===== config.mk =====
export PLATFORM = sky130hd
export DESIGN_NAME = sfc_host
export DESIGN_NICKNAME = d
export VERILOG_FILES = /design/src/common/sfc_pkg.sv /design/src/hw/sfc_lane_map.sv /design/src/hw/sfc_host.sv
export SDC_FILE = /design/constraint.sdc
export NUM_CORES = 1
export LEC_CHECK = 0
export BUFFER_PORTS_ARGS = -buffer_cell sky130_fd_sc_hd__buf_2
export CORE_MARGIN = 4
export CORE_UTILIZATION = 54
export CTS_BUF_LIST = sky130_fd_sc_hd__clkbuf_16
export DETAILED_ROUTE_END_ITERATION = 7
export PLACE_DENSITY = 0.76
export SYNTH_ARGS = -nofsm -noshare
export SYNTH_HDL_FRONTEND = slang
export SYNTH_SLANG_ARGS = --single-unit
export TNS_END_PERCENT = 100

===== constraint.sdc =====
create_clock -name CLK_I -period 3.6 [get_ports CLK_I]
set_clock_uncertainty 0.05 [all_clocks]
set_input_delay 0.72 -clock CLK_I [delete_from_list [all_inputs] [get_ports CLK_I]]
set_output_delay 0.72 -clock CLK_I [all_outputs]
set_load 0.02 [all_outputs]

===== src/common/sfc_pkg.sv =====
// Shared constants for the serial flash command host controller
package sfc_pkg;
  // Opcodes
  localparam logic [7:0] OP_LATCH_SET = 8'h06;
  localparam logic [7:0] OP_LATCH_CLR = 8'h04;
  localparam logic [7:0] OP_VOL_WRITE_LATCH_SET_CMD = 8'h50;
  localparam logic [7:0] OP_STAT_LO = 8'h05;
  localparam logic [7:0] OP_STAT_HI = 8'h35;
  localparam logic [7:0] OP_CNT_WRITE = 8'h9b;
  localparam logic [7:0] OP_CNT_READ = 8'h96;
  localparam logic [7:0] CNT_RSVD_BYTE = 8'h00;
  localparam logic [7:0] CNT_TYPE_KEY = 8'h01;
  // Security register select codes on address bits 15..10
  localparam logic [5:0] SECREG1 = 6'h04;
  localparam logic [5:0] SECREG2 = 6'h08;
  localparam logic [5:0] SECREG3 = 6'h0c;
  // Status word bit positions
  localparam int ST_BUSY = 0;
  localparam int ST_LATCH = 1;
  localparam int ST_PMODE_LO = 7;
  localparam int ST_PMODE_HI = 8;
  localparam int ST_QE = 9;
  localparam int ST_FAIL = 10;
  localparam int ST_SUSP = 15;
  localparam logic [15:0] STATUS_RESET = 16'h0000;
  // Lane modes
  localparam logic [1:0] LANE_1 = 2'h0;
  localparam logic [1:0] LANE_2 = 2'h1;
  localparam logic [1:0] LANE_4 = 2'h2;
  // Controller register offsets
  localparam logic [3:0] R_CTRL = 4'h0;
  localparam logic [3:0] R_ADDR = 4'h1;
  localparam logic [3:0] R_TXDATA = 4'h2;
  localparam logic [3:0] R_RXDATA = 4'h3;
  localparam logic [3:0] R_STATUS = 4'h4;
  localparam logic [3:0] R_FLASH_ST = 4'h5;
  // Control word fields
  localparam int C_OP_LSB = 0;
  localparam int C_CNT_LSB = 8;
  localparam int C_LANE_LSB = 16;
  localparam int C_ADDR_EN = 18;
  localparam int C_ADDR4 = 19;
  localparam int C_MODE_EN = 20;
  localparam int C_QPI = 21;
  localparam int C_RD = 22;
  localparam int C_DUMMY_LSB = 24;
  localparam int C_START = 31;
  // Divider: link clock half period in system clocks
  localparam int CLK_HZ = 40000000;
  localparam int SCK_HZ = 5000000;
  localparam int HALF_CYC = CLK_HZ / (2 * SCK_HZ);
endpackage


===== src/hw/sfc_lane_map.sv =====
// Lane packing of one byte onto 1, 2 or 4 data lanes per clock slot
`timescale 1ns/10ps
module sfc_lane_map (
  // Selection
  input wire logic [1:0] lane_i,
  input wire logic [2:0] slot_i,
  input wire logic [7:0] byte_i,
  // Lane values
  output logic [3:0] lanes_o
);
  always_comb
  begin
    lanes_o = 4'h0;
    case (lane_i)
      sfc_pkg::LANE_2:
      begin
        // Pairs from the top: odd bit on lane 1, even on lane 0
        lanes_o[1] = byte_i[3'd7 - {slot_i[1:0], 1'b0}];
        lanes_o[0] = byte_i[3'd6 - {slot_i[1:0], 1'b0}];
      end
      sfc_pkg::LANE_4:
        // Upper nibble first, lane n carries bit n+4 then n
        lanes_o = slot_i[0] ? byte_i[3:0] : byte_i[7:4];
      default:
        lanes_o[0] = byte_i[3'd7 - slot_i];
    endcase
  end
endmodule


===== src/hw/sfc_host.sv =====
// Host controller driving a serial multi-lane flash over its pins
`timescale 1ns/10ps
module sfc_host #(
  parameter int HALF = sfc_pkg::HALF_CYC,
  parameter int TXLEN = 64
) (
  // System
  input wire logic CLK_I,
  input wire logic RST_B_I,
  // Register port
  input wire logic [3:0] ADDR_I,
  input wire logic [31:0] WDATA_I,
  input wire logic WR_I,
  input wire logic RD_I,
  output logic [31:0] RDATA_O,
  // Flash pins
  output logic CS_B_O,
  output logic SCK_O,
  input wire logic [3:0] IO_I,
  output logic [3:0] IO_O,
  output logic [3:0] IO_OE_O
);
  typedef enum {SFC_IDLE, SFC_RUN, SFC_GAP} sfc_state_t;

  sfc_state_t state_reg;
  logic [31:0] ctrl_reg, addr_reg, txd_reg, rxd_reg;
  logic [15:0] flash_status_word;
  logic [7:0] div_reg, cnt_reg;
  logic [7:0] cur_byte;
  logic [5:0] byte_reg;
  logic [2:0] slot_reg, slot_max;
  logic [1:0] lane, ph_lane;
  logic [3:0] io_s1, io_s2, lanes;
  logic tick, in_op, in_addr, in_mode, in_dummy, is_rd, sck_reg;
  logic [5:0] addr_bytes;
  logic [7:0] op;
  logic counter_cmd, wlatch_ok;
  logic load_reg, lone_cmd, dummy_en, last_byte, start_req;
  logic [7:0] cnt_last;
  logic [3:0] oe_val;

  // Pin inputs pass two flops
  always_ff @(posedge CLK_I)
  begin
    io_s1 <= IO_I;
    io_s2 <= io_s1;
  end

  assign op = ctrl_reg[sfc_pkg::C_OP_LSB +: 8];
  // Counter commands are forced single lane
  assign counter_cmd = (op == sfc_pkg::OP_CNT_WRITE) ||
                       (op == sfc_pkg::OP_CNT_READ);
  assign lane = counter_cmd ? sfc_pkg::LANE_1 :
                ctrl_reg[sfc_pkg::C_LANE_LSB +: 2];
  assign addr_bytes = ctrl_reg[sfc_pkg::C_ADDR_EN] ?
                      (ctrl_reg[sfc_pkg::C_ADDR4] ? 6'd4 : 6'd3) : 6'd0;
  // Byte positions: opcode, address, mode, dummy, data
  assign in_op = byte_reg == 6'd0;
  assign in_addr = !in_op && (byte_reg <= addr_bytes);
  assign in_mode = ctrl_reg[sfc_pkg::C_MODE_EN] && !counter_cmd &&
                   (byte_reg == addr_bytes + 6'd1);
  assign in_dummy = !in_op && !in_addr && !in_mode &&
                    (cnt_reg == 8'h00) &&
                    (ctrl_reg[sfc_pkg::C_DUMMY_LSB +: 7] != 7'h00);
  assign is_rd = ctrl_reg[sfc_pkg::C_RD];
  // Opcode goes single lane unless four-wire command mode on a non-counter command
  assign ph_lane = in_op ? (ctrl_reg[sfc_pkg::C_QPI] && !counter_cmd ?
                   sfc_pkg::LANE_4 : sfc_pkg::LANE_1) : lane;
  assign slot_max = (ph_lane == sfc_pkg::LANE_4) ? 3'd1 :
                    (ph_lane == sfc_pkg::LANE_2) ? 3'd3 : 3'd7;
  assign start_req = WR_I && ADDR_I == sfc_pkg::R_CTRL &&
                     WDATA_I[sfc_pkg::C_START];
  // Lone opcodes end the frame right after the opcode byte
  assign lone_cmd = (op == sfc_pkg::OP_LATCH_SET) ||
                    (op == sfc_pkg::OP_LATCH_CLR) ||
                    (op == sfc_pkg::OP_VOL_WRITE_LATCH_SET_CMD);
  assign dummy_en = ctrl_reg[sfc_pkg::C_DUMMY_LSB +: 7] != 7'h00;
  // The dummy byte takes count value 0, so data bytes start one higher
  assign cnt_last = ctrl_reg[sfc_pkg::C_CNT_LSB +: 8] + {7'h00, dummy_en};
  assign last_byte = (in_op && lone_cmd) ||
                     (!in_op && !in_addr && !in_mode && !in_dummy &&
                      cnt_reg == cnt_last);
  // Lanes are released while the flash answers a read
  assign oe_val = (is_rd && !in_op && !in_addr && !in_mode) ? 4'h0 :
                  (ph_lane == sfc_pkg::LANE_4) ? 4'hf :
                  (ph_lane == sfc_pkg::LANE_2) ? 4'h3 : 4'h1;

  function automatic logic [7:0] addr_byte(input logic [31:0] a,
                                           input logic [5:0] idx,
                                           input logic [5:0] n);
    logic [5:0] sh;
    sh = n - idx;
    addr_byte = a[{sh[1:0], 3'b000} +: 8];
  endfunction

  always_comb
  begin
    cur_byte = txd_reg[7:0];
    if (in_op)
      cur_byte = op;
    else if (in_addr)
      cur_byte = addr_byte(addr_reg, byte_reg, addr_bytes);
    else if (in_mode)
      cur_byte = txd_reg[15:8];
  end

  sfc_lane_map u_map (
    .lane_i(ph_lane),
    .slot_i(slot_reg),
    .byte_i(cur_byte),
    .lanes_o(lanes)
  );

  // Divider tick for link clock half periods
  assign tick = (state_reg == SFC_RUN) && (div_reg == 8'(HALF - 1));
  always_ff @(posedge CLK_I)
  begin
    if (!RST_B_I || state_reg != SFC_RUN || tick)
      div_reg <= 8'h00;
    else
      div_reg <= div_reg + 8'h01;
  end

  // Lanes reload one cycle after the link clock falls, once slot has moved
  always_ff @(posedge CLK_I)
  begin
    if (!RST_B_I)
      load_reg <= 1'b0;
    else
      load_reg <= (state_reg == SFC_IDLE && start_req) ||
                  (state_reg == SFC_RUN && tick && sck_reg);
  end

  // Sequencer, one byte at a time; data out changes one cycle after the falling edge
  always_ff @(posedge CLK_I)
  begin
    if (!RST_B_I)
    begin
      state_reg <= SFC_IDLE;
      sck_reg <= 1'b0;
      byte_reg <= 6'h00;
      slot_reg <= 3'h0;
      cnt_reg <= 8'h00;
      rxd_reg <= 32'h0;
      CS_B_O <= 1'b1;
      IO_O <= 4'h0;
      IO_OE_O <= 4'h0;
    end
    else
    begin
      case (state_reg)
        SFC_IDLE:
        begin
          if (start_req)
          begin
            state_reg <= SFC_RUN;
            CS_B_O <= 1'b0;
            byte_reg <= 6'h00;
            slot_reg <= 3'h0;
            cnt_reg <= 8'h00;
            sck_reg <= 1'b0;
          end
        end
        SFC_RUN:
        begin
          // Needs HALF of 2 or more so the lanes settle before the rise
          if (load_reg)
          begin
            IO_O <= lanes;
            IO_OE_O <= oe_val;
          end
          if (tick)
          begin
            sck_reg <= !sck_reg;
            if (!sck_reg && is_rd && !in_op && !in_addr && !in_mode)
            begin
              // Sample on rising edge, MSB first
              case (ph_lane)
                sfc_pkg::LANE_4: rxd_reg <= {rxd_reg[27:0], io_s2};
                sfc_pkg::LANE_2: rxd_reg <= {rxd_reg[29:0], io_s2[1:0]};
                default: rxd_reg <= {rxd_reg[30:0], io_s2[1]};
              endcase
            end
            if (sck_reg)
            begin
              if (slot_reg == slot_max)
              begin
                slot_reg <= 3'h0;
                if (in_dummy)
                  cnt_reg <= 8'h01;
                else if (!in_op && !in_addr && !in_mode)
                  cnt_reg <= cnt_reg + 8'h01;
                byte_reg <= byte_reg + 6'h01;
                if (last_byte)
                begin
                  // Host may stop a counter read at any byte
                  state_reg <= SFC_GAP;
                  CS_B_O <= 1'b1;
                  IO_OE_O <= 4'h0;
                end
              end
              else
                slot_reg <= slot_reg + 3'h1;
            end
          end
        end
        SFC_GAP:
          state_reg <= SFC_IDLE;
        default:
          state_reg <= SFC_IDLE;
      endcase
    end
  end

  assign SCK_O = sck_reg;

  // Mirror of the flash status word from the last status reads
  always_ff @(posedge CLK_I)
  begin
    if (!RST_B_I)
      flash_status_word <= sfc_pkg::STATUS_RESET;
    else if (state_reg == SFC_GAP && op == sfc_pkg::OP_STAT_LO)
      flash_status_word[7:0] <= rxd_reg[7:0];
    else if (state_reg == SFC_GAP && op == sfc_pkg::OP_STAT_HI)
      flash_status_word[15:8] <= rxd_reg[7:0];
  end
  // Software must issue the latch-set frame before modifying commands
  assign wlatch_ok = flash_status_word[sfc_pkg::ST_LATCH];

  // Register writes
  always_ff @(posedge CLK_I)
  begin
    if (!RST_B_I)
    begin
      ctrl_reg <= 32'h0;
      addr_reg <= 32'h0;
      txd_reg <= 32'h0;
    end
    else if (WR_I && state_reg == SFC_IDLE)
    begin
      case (ADDR_I)
        sfc_pkg::R_CTRL: ctrl_reg <= WDATA_I;
        sfc_pkg::R_ADDR: addr_reg <= WDATA_I;
        sfc_pkg::R_TXDATA: txd_reg <= WDATA_I;
        default: ;
      endcase
    end
    else if (state_reg == SFC_RUN && tick && sck_reg &&
             slot_reg == slot_max && !in_op && !in_addr && !in_mode &&
             !in_dummy)
      txd_reg <= {8'h00, txd_reg[31:8]};
  end

  // Read port, data one cycle later; left to software polls
  always_ff @(posedge CLK_I)
  begin
    if (!RST_B_I)
      RDATA_O <= 32'h0;
    else if (RD_I)
    begin
      case (ADDR_I)
        sfc_pkg::R_CTRL: RDATA_O <= ctrl_reg;
        sfc_pkg::R_ADDR: RDATA_O <= addr_reg;
        sfc_pkg::R_TXDATA: RDATA_O <= txd_reg;
        sfc_pkg::R_RXDATA: RDATA_O <= rxd_reg;
        sfc_pkg::R_STATUS:
          RDATA_O <= {29'h0, wlatch_ok, counter_cmd, state_reg != SFC_IDLE};
        sfc_pkg::R_FLASH_ST: RDATA_O <= {16'h0, flash_status_word};
        default: RDATA_O <= 32'h0;
      endcase
    end
  end

  a_cs_idle: assert property (
    @(posedge CLK_I) disable iff (!RST_B_I)
    state_reg == SFC_IDLE |-> CS_B_O) else $error("cs low while idle");
  a_counter_lane: assert property (
    @(posedge CLK_I) disable iff (!RST_B_I)
    (state_reg == SFC_RUN && counter_cmd) |-> IO_OE_O[3:1] == 3'h0)
    else $error("counter frame used extra lanes");
  a_sck_stop: assert property (
    @(posedge CLK_I) disable iff (!RST_B_I)
    CS_B_O |-> !SCK_O) else $error("clock active while deselected");
  a_lone_end: assert property (
    @(posedge CLK_I) disable iff (!RST_B_I)
    (state_reg == SFC_RUN && tick && sck_reg && slot_reg == slot_max &&
     in_op && lone_cmd) |=> (CS_B_O && state_reg == SFC_GAP))
    else $error("lone opcode frame ran on");
  a_oe_gap: assert property (
    @(posedge CLK_I) disable iff (!RST_B_I)
    state_reg == SFC_GAP |-> IO_OE_O == 4'h0)
    else $error("lanes still driven after deselect");
  a_sck_div: assert property (
    @(posedge CLK_I) disable iff (!RST_B_I)
    $changed(SCK_O) |-> $past(tick))
    else $error("link clock moved off divider tick");
  c_start: cover property (@(posedge CLK_I) $fell(CS_B_O));
  c_quad: cover property (@(posedge CLK_I) IO_OE_O == 4'hf);
  c_stat: cover property (@(posedge CLK_I) state_reg == SFC_GAP &&
    op == sfc_pkg::OP_STAT_LO);
endmodule


Word-level counts from Yosys, hierarchy flattened --
Index checks and enable logic that the tools add are counted.
Storage, ports and cells: register bits after elaboration 252, output and inout port bits 42, word-level logic and storage cells 195
Operators by class: add/subtract/negate cells 10, order comparisons 4, equality and inequality tests 29, shift-type cells 1, multiplexer cells 64, bitwise logic cells 1, reduce and logical (&&, ||, !) cells 67
Operator list (count):
- $mux W32 | 8
- $pmux W32 S6 | 1
- $pmux W32 S2 | 2
- $mux W8 | 9
- $logic_not A32 Y1 | 2
- $eq A32 B1 Y1 const B | 1
- $eq A32 B2 Y1 const B | 1
- $eq A32 B3 Y1 const B | 1
- $logic_and A1 B1 Y1 | 32
- $mux W4 | 8
- $ne A32 B2 Y1 const B | 1
- $reduce_bool A32 Y1 | 1
- $shiftx A32 B6 Y8 | 1
- $eq A8 B3 Y1 const B | 3
- $mux W3 | 8
- $mux W6 | 4
- $add A8 B1 Y8 const B | 2
- $eq A8 B8 Y1 const B | 2
- $pmux W8 S2 | 1
- $lt A3 B4 Y1 const B | 3
- $pmux W6 S2 | 1
- $reduce_and A6 Y1 | 2
- $mux W2 | 5
- $ne A2 B2 Y1 const B | 5
- other kinds (36) | 72

Logic depth before layout (Yosys ltp) --
word-level depth 18, gate-level depth with buffers 17, depth with buffers taken out 15

Hierarchy --
From an unflattened synthesis, not the netlist that was laid out.
Unflattened totals: cell total of the unflattened synthesis 1317, area total of the unflattened synthesis 11389.7 um^2
Modules (own cells, without submodules):
- sfc_host | instances 1, cells each 1292, area an instance 11140.7 um^2, seq. area each 4444.3 um^2
- sfc_lane_map | instances 1, cells each 25, area an instance 249.0 um^2, seq. area each 0.0 um^2

Worst setup path after synthesis --
OpenSTA, ideal clock, no wires.
path kind register to register, from reg byte_reg[0], to reg txd_reg[10], library setup time 146 ps, arrival 3119 ps, setup slack 285 ps, stages on the path, launching flop included 18, buffers on the path 3, period minus slack after synthesis 3315 ps, path through dfxtp_1 > inv_1 > ha_1 > nor2b_1 > nand2_2 > mux2i_1 > nor2_1 > ha_1 > nor2b_1 > nor4_1 > nor2_1 > nor2_8 > and4_4 > buf_6 > or2_4 > buf_6 > buf_6 > a211oi_2
On the way: word-level cells in the longest chain between the ends 13
RTL lines:
- start, declared | RTL line sfc_host.sv:30 | logic [5:0] byte_reg;
- start signal, assigned | RTL line sfc_host.sv:193 | byte_reg <= byte_reg + 6'h01;
- $logic_not A6 Y1 | RTL line sfc_host.sv:58 | assign in_op = byte_reg == 6'd0;
- $mux W2 | RTL line sfc_host.sv:67 | assign ph_lane = in_op ? (ctrl_reg[sfc_pkg::C_QPI] && !counter_cmd ?
- $eq A2 B1 Y1 | RTL line sfc_host.sv:70 | (ph_lane == sfc_pkg::LANE_2) ? 3'd3 : 3'd7;
- $mux W3 | RTL line sfc_host.sv:70
- $mux W3 | RTL line sfc_host.sv:69 | assign slot_max = (ph_lane == sfc_pkg::LANE_4) ? 3'd1 :
- $eq A3 B3 Y1 | RTL line sfc_host.sv:249 | slot_reg == slot_max && !in_op && !in_addr && !in_mode &&
- $logic_and A1 B1 Y1 | RTL line sfc_host.sv:248 | else if (state_reg == SFC_RUN && tick && sck_reg &&
- $logic_and A1 B1 Y1 (3 in series) | RTL line sfc_host.sv:249
- $logic_and A1 B1 Y1 * | RTL line sfc_host.sv:249
- $reduce_bool A2 Y1 (no line) *
- $reduce_and A2 Y1 (no line) *
- end signal, assigned | RTL line sfc_host.sv:251 | txd_reg <= {8'h00, txd_reg[31:8]};
- end, declared | RTL line sfc_host.sv:26 | logic [31:0] ctrl_reg, addr_reg, txd_reg, rxd_reg;
Mark *: on every way between the ends. The rest lies on a longest branch, timed or not. A chain may end at the register's enable or synchronous reset.

Worst setup path after layout --
from reg ctrl_reg[27], to reg IO_OE_O[3]
On the way: word-level cells in the longest chain between the ends 10
RTL lines:
- start, declared | RTL line sfc_host.sv:26
- start signal, assigned | RTL line sfc_host.sv:235 | ctrl_reg <= 32'h0;
- start signal, assigned | RTL line sfc_host.sv:242 | sfc_pkg::R_CTRL: ctrl_reg <= WDATA_I;
- $reduce_bool A7 Y1 * | RTL line sfc_host.sv:64, sfc_host.sv:77
- branches (longest 3 deep; another with $add A8 B1 Y8)
- $logic_and A1 B1 Y1 * | RTL line sfc_host.sv:81 | (!in_op && !in_addr && !in_mode && !in_dummy &&
- $logic_or A1 B1 Y1 * | RTL line sfc_host.sv:80 | assign last_byte = (in_op && lone_cmd) ||
- $mux W4 * | RTL line sfc_host.sv:194 | if (last_byte)
- $mux W4 * | RTL line sfc_host.sv:186 | if (slot_reg == slot_max)
- $mux W4 * | RTL line sfc_host.sv:184 | if (sck_reg)
- $mux W4 * | RTL line sfc_host.sv:172 | if (tick)
- end signal, assigned | RTL line sfc_host.sv:170 | IO_OE_O <= oe_val;
- end, declared | RTL line sfc_host.sv:21 | output logic [3:0] IO_OE_O
Every way passes the cells marked *.

==> flow_summary.html <==
<table>
<tr><th>Metric</th><th>Value</th></tr>
<tr><th colspan="2">Finish</th></tr>
<tr><td>Antenna diode count</td><td>0</td></tr>
<tr><td>Final core area utilization</td><td>62.4%</td></tr>
<tr><td>Multi-input logic area</td><td>5900 um^2</td></tr>
<tr><td>Fraction of layout cells with a size suffix above 1</td><td>15.2%</td></tr>
<tr><td>Layout area overhead</td><td>13.1%</td></tr>
<tr><td>Final-stage net count</td><td>1416</td></tr>
<tr><td>FILL cells</td><td>1738</td></tr>
<tr><td>Area taken by flip-flops and latches</td><td>4440 um^2</td></tr>
<tr><th colspan="2">Route</th></tr>
<tr><td>Post-route antenna net violation count</td><td>0</td></tr>
<tr><td>DRC violations left</td><td>0</td></tr>
<tr><td>Total iterations of the first detailed-routing run</td><td>6</td></tr>
<tr><td>Wire length per cell</td><td>20.7 um</td></tr>
<tr><td>Iteration-0 DRC count of the detailed router</td><td>1063</td></tr>
<tr><td>Vias per cell</td><td>6.29</td></tr>
<tr><td>WL final</td><td>34.0 mm</td></tr>
<tr><td>Total via count after detailed routing</td><td>10303</td></tr>
<tr><th colspan="2">Floorplanning</th></tr>
<tr><td>Die footprint</td><td>22400 um^2</td></tr>
<tr><td>Chip width</td><td>150 um</td></tr>
<tr><td>Core box area</td><td>19600 um^2</td></tr>
<tr><td>Y dimension of the die</td><td>150 um</td></tr>
<tr><td>Effective utilization at floorplan</td><td>55.2%</td></tr>
<tr><td>Cell Rows</td><td>51</td></tr>
<tr><td>I/O Pins</td><td>86</td></tr>
<tr><th colspan="2">Clock tree</th></tr>
<tr><td>CTS clock-pin slew for the worst setup and hold paths</td><td>0.06 ns</td></tr>
<tr><td>Latest clock arrival within the worst-skew pair</td><td>0.54 ns</td></tr>
<tr><td>CTS Root Buffer Type</td><td>sky130_fd_sc_hd__clkbuf_16</td></tr>
<tr><td>Hold_buf cts</td><td>0</td></tr>
<tr><td>Buffer count from post-CTS setup fixing</td><td>0</td></tr>
<tr><td>Clock tree from TritonCTS</td><td>built</td></tr>
<tr><td>Largest buffer count on any clock path</td><td>3</td></tr>
<tr><td>Sink Count</td><td>222</td></tr>
<tr><td>Number of levels in the clock H-tree</td><td>1</td></tr>
<tr><td>Number of buffers added by the clock tree synthesis step</td><td>24</td></tr>
<tr><th colspan="2">GRT</th></tr>
<tr><td>Total global routing overflow</td><td>0</td></tr>
<tr><td>Pin count of the biggest net entering global routing</td><td>85</td></tr>
<tr><td>GR Util All Layers</td><td>29.5%</td></tr>
<tr><td>Global-route wire length before repair</td><td>52.7 mm</td></tr>
<tr><td>Number of global-route vias before repair</td><td>9399</td></tr>
<tr><td>Initial antenna violation count</td><td>0</td></tr>
<tr><th colspan="2">Timing</th></tr>
<tr><td># setup viols final</td><td>0</td></tr>
<tr><td>Max Slew Vio Count</td><td>0</td></tr>
<tr><td>Final-report hold violation count</td><td>0</td></tr>
<tr><td>Fin crit period</td><td>3.40 ns</td></tr>
<tr><td>Peak clock frequency supported by timing</td><td>294 MHz</td></tr>
<tr><td>Remaining max-slew budget at the tightest pin</td><td>34.1%</td></tr>
<tr><td>Setup repair after global routing missed its margin</td><td>false</td></tr>
<tr><td>Worst-margin pin slew</td><td>0.985 ns</td></tr>
<tr><td>Tcrit/Tclk final</td><td>94.5%</td></tr>
<tr><td>Setup TNS Final</td><td>0 ns</td></tr>
<tr><th colspan="2">Yosys</th></tr>
<tr><td>Number of distinct library cells after synthesis</td><td>76</td></tr>
<tr><td>Syn avg cell area</td><td>8.23 um^2</td></tr>
<tr><td>Count of state elements after synthesis</td><td>222</td></tr>
<tr><td>Synth Flop Type</td><td>sky130_fd_sc_hd__dfxtp_1</td></tr>
<tr><td>Number of synthesized flops with an enable pin</td><td>0</td></tr>
<tr><td>Sequential area share after synthesis</td><td>41.1%</td></tr>
<tr><td>Synthesized cell area</td><td>10800 um^2</td></tr>
<tr><td>Total nets after synthesis</td><td>1371</td></tr>
<tr><td>Number of warning messages in the yosys log</td><td>0</td></tr>
<tr><td>Post-Syn Instances</td><td>1314</td></tr>
<tr><td>Synth async-reset ratio</td><td>0%</td></tr>
<tr><th colspan="2">Setup path</th></tr>
<tr><td>Critical Setup Path Class</td><td>register to register</td></tr>
<tr><td>Data arrival time of the critical path</td><td>3.77 ns</td></tr>
<tr><td>Startpoint class of the critical path</td><td>register</td></tr>
<tr><td>Crit path from</td><td>ctrl_reg[27]$_SDFFE_PN0P_</td></tr>
<tr><td>Cells traversed along the worst timing path</td><td>nor4_1 -&gt; nand2_1 -&gt; ha_1 -&gt; ha_1 -&gt; xnor2_1 -&gt; xnor2_1 -&gt; a211o_1 -&gt; a211oi_1 -&gt; a31oi_1 -&gt; or3_1 -&gt; and2_1 -&gt; a22o_1</td></tr>
<tr><td>Instance count on the critical path</td><td>12</td></tr>
<tr><td>Critical path capture point type</td><td>register</td></tr>
<tr><td>Top Family by Delay on Critical Path</td><td>simple AND/OR/NAND/NOR gates</td></tr>
<tr><td>Reg2reg path depth</td><td>12</td></tr>
<tr><td>Data required time of the critical path</td><td>3.96 ns</td></tr>
<tr><td>CP Max Fanout</td><td>4</td></tr>
<tr><td>Crit-path max cell delay</td><td>0.43 ns</td></tr>
<tr><td>Slowest CP cell</td><td>sky130_fd_sc_hd__or3_1</td></tr>
<tr><td>Start of the worst register-to-register path</td><td>ctrl_reg[27]$_SDFFE_PN0P_</td></tr>
<tr><td>Buffers and inverters on the worst path</td><td>0</td></tr>
<tr><th colspan="2">Placement</th></tr>
<tr><td>IO buf count</td><td>85</td></tr>
<tr><td>Routability congestion estimate from global placement</td><td>1.05</td></tr>
<tr><td>HPWL Detailed</td><td>23.7 mm</td></tr>
<tr><th colspan="2">Min path</th></tr>
<tr><td>Type of the worst min-delay path</td><td>primary input to register</td></tr>
<tr><td>Hold Path Cell Cnt</td><td>1</td></tr>
<tr><td>Worst hold path startpoint</td><td>IO_I[3]</td></tr>
<tr><th colspan="2">Power and ir drop</th></tr>
<tr><td>Combinational share of power</td><td>5.1%</td></tr>
<tr><td>Internal Power</td><td>0.00385 W</td></tr>
<tr><td>Switching power of the nets</td><td>0.00122 W</td></tr>
<tr><td>Standby leakage power</td><td>4.42 nW</td></tr>
<tr><td>Pwr Density</td><td>415 nW/um^2</td></tr>
<tr><td>Worst vdd rail ir drop</td><td>316 uV</td></tr>
<tr><td>Register share of total power</td><td>49.4%</td></tr>
<tr><td>Clock share of power</td><td>45.6%</td></tr>
<tr><td>Fraction of power spent switching nets</td><td>24.1%</td></tr>
<tr><th colspan="2">Run status</th></tr>
<tr><td>Status</td><td>finished, final reports clean</td></tr>
<tr><th colspan="2">Flow run</th></tr>
<tr><td>Max-cap viol count</td><td>0</td></tr>
</table>
[area by class of cell]
cell class / count / area share (%)
Timing Repair Buffer: 121 / 6.20
Clock buffer: 24 / 4.91
Multi-Input combinational cell: 973 / 48.2
Inverter: 17 / 0.563
Clock inverter: 17 / 1.02
Sequential cell: 222 / 36.3
Tap cell: 265 / 2.71
[power groups by stage]
stage / Clock, W / Combinational, W / Sequential (W)
floorplan: 0 / 0.000159 / 0.00254
global placement: 0 / 0.000247 / 0.00256
detailed placement: 0 / 0.000249 / 0.00256
CTS: 0.00235 / 0.000250 / 0.00250
global route: 0.00244 / 0.000275 / 0.00250
finish: 0.00231 / 0.000257 / 0.00250
[cell families (layout without fill, tap and decap cells)]
family	count (synthesis)	after routing	share of synthesized area (%)
DFF	222	222	41.1
xor gates and xnor gates	23	23	1.93
buffers and inverters	119	179	4.62
AOI/OAI and AO/OA	389	389	24.2
adders and majority gates	14	14	1.60
muxes	56	56	6.27
and+or+nand+nor	491	491	20.3
[stage by stage]
stage | setup slack (ns) | hold slack (ns) | instance area, um^2 | power, W | instances
after floorplan | 0.285 | 0.260 | 10800 | 0.00270 | 1314
after global placement | 0.280 | 0.263 | 11500 | 0.00280 | 1597
after detailed placement | 0.177 | 0.264 | 11500 | 0.00281 | 1597
after CTS | 0.153 | 0.225 | 12200 | 0.00510 | 1638
after global routing | 0.0349 | 0.230 | 12200 | 0.00522 | 1639
final | 0.199 | 0.242 | 12200 | 0.00507 | 1639
[cells in the final DEF, fill, tap and decap left out, types with 4 or more instances in the layout]
master / synthesis / routed
sky130_fd_sc_hd__a211oi_1: 6 / 6
sky130_fd_sc_hd__a211oi_2: 21 / 21
sky130_fd_sc_hd__a21oi_1: 169 / 169
sky130_fd_sc_hd__a221o_1: 30 / 30
sky130_fd_sc_hd__a222oi_1: 17 / 17
sky130_fd_sc_hd__a22o_1: 5 / 5
sky130_fd_sc_hd__a22oi_1: 36 / 36
sky130_fd_sc_hd__a31oi_1: 22 / 22
sky130_fd_sc_hd__and2_1: 7 / 7
sky130_fd_sc_hd__and3_1: 13 / 13
sky130_fd_sc_hd__buf_2: 9 / 85
sky130_fd_sc_hd__buf_4: 1 / 32
sky130_fd_sc_hd__clkbuf_16: 0 / 25
sky130_fd_sc_hd__clkinv_1: 0 / 6
sky130_fd_sc_hd__dfxtp_1: 222 / 222
sky130_fd_sc_hd__ha_1: 13 / 13
sky130_fd_sc_hd__inv_1: 16 / 18
sky130_fd_sc_hd__mux2i_1: 46 / 46
sky130_fd_sc_hd__mux4_1: 4 / 4
sky130_fd_sc_hd__mux4_2: 4 / 4
sky130_fd_sc_hd__nand2_1: 190 / 190
sky130_fd_sc_hd__nand2b_1: 6 / 6
sky130_fd_sc_hd__nand3_1: 22 / 21
sky130_fd_sc_hd__nand4_1: 5 / 5
sky130_fd_sc_hd__nor2_1: 191 / 188
sky130_fd_sc_hd__nor2b_1: 7 / 7
sky130_fd_sc_hd__nor3_1: 9 / 8
sky130_fd_sc_hd__nor4_1: 6 / 5
sky130_fd_sc_hd__o211ai_1: 4 / 4
sky130_fd_sc_hd__o21ai_0: 48 / 48
sky130_fd_sc_hd__o22ai_1: 6 / 6
sky130_fd_sc_hd__or3_1: 5 / 5
sky130_fd_sc_hd__xnor2_1: 13 / 13
sky130_fd_sc_hd__xor2_1: 9 / 9
[cells in the mapped netlist (4+ instances only)]
cell type,count,area [um^2]
sky130_fd_sc_hd__a211oi_2,21,263
sky130_fd_sc_hd__xnor2_1,13,114
sky130_fd_sc_hd__buf_1,7,26.3
sky130_fd_sc_hd__nor3b_1,4,30.0
sky130_fd_sc_hd__a22oi_1,36,270
sky130_fd_sc_hd__and2_1,7,43.8
sky130_fd_sc_hd__dfxtp_1,222,4440
sky130_fd_sc_hd__nor2b_1,7,43.8
sky130_fd_sc_hd__ha_1,13,163
sky130_fd_sc_hd__clkbuf_1,80,300
sky130_fd_sc_hd__nand3_1,22,110
sky130_fd_sc_hd__a211oi_1,6,45.0
sky130_fd_sc_hd__mux2i_1,46,460
sky130_fd_sc_hd__nand4_1,5,31.3
sky130_fd_sc_hd__buf_2,9,45.0
sky130_fd_sc_hd__xor2_1,9,78.8
sky130_fd_sc_hd__o21ai_0,48,240
sky130_fd_sc_hd__o211ai_1,4,30.0
sky130_fd_sc_hd__and3_1,13,81.3
sky130_fd_sc_hd__nor4_1,6,37.5
sky130_fd_sc_hd__a221o_1,30,300
sky130_fd_sc_hd__o22ai_1,6,37.5
sky130_fd_sc_hd__nor2_1,191,717
sky130_fd_sc_hd__nand2b_1,6,37.5
sky130_fd_sc_hd__a222oi_1,17,170
sky130_fd_sc_hd__inv_1,16,60.1
sky130_fd_sc_hd__a22o_1,5,43.8
sky130_fd_sc_hd__mux4_1,4,105
sky130_fd_sc_hd__buf_6,5,56.3
sky130_fd_sc_hd__mux4_2,4,90.1
sky130_fd_sc_hd__a21oi_1,169,846
sky130_fd_sc_hd__nand2_1,190,713
sky130_fd_sc_hd__or3_1,5,31.3
sky130_fd_sc_hd__nor3_1,9,45.0
sky130_fd_sc_hd__a31oi_1,22,138
[path summary, 6_finish.rpt]
check,endpoint,slack (ns)
hold / removal,io_s1[3]$_DFF_P_,0.24
setup / recovery,IO_OE_O[3]$_SDFFE_PN0P_,0.20
setup reg to reg,IO_OE_O[3]$_SDFFE_PN0P_,0.20
hold reg to reg,io_s2[3]$_DFF_P_,0.28
[per-layer routing]
metal  wire length (um)  global-route usage [%]  part of all wire [%]
met3               2990                    5.09                   8.8
met1              13400                    38.2                    39
met5                  0                       0                     0
met4               2440                    17.4                   7.2
met2              15200                    46.3                    45
[timing repair]
action,CTS,global route
resized for setup,0,4
setup endpoints to repair,0,33
hold endpoints to repair,0,0
Power figures use the tool's default switching activity.
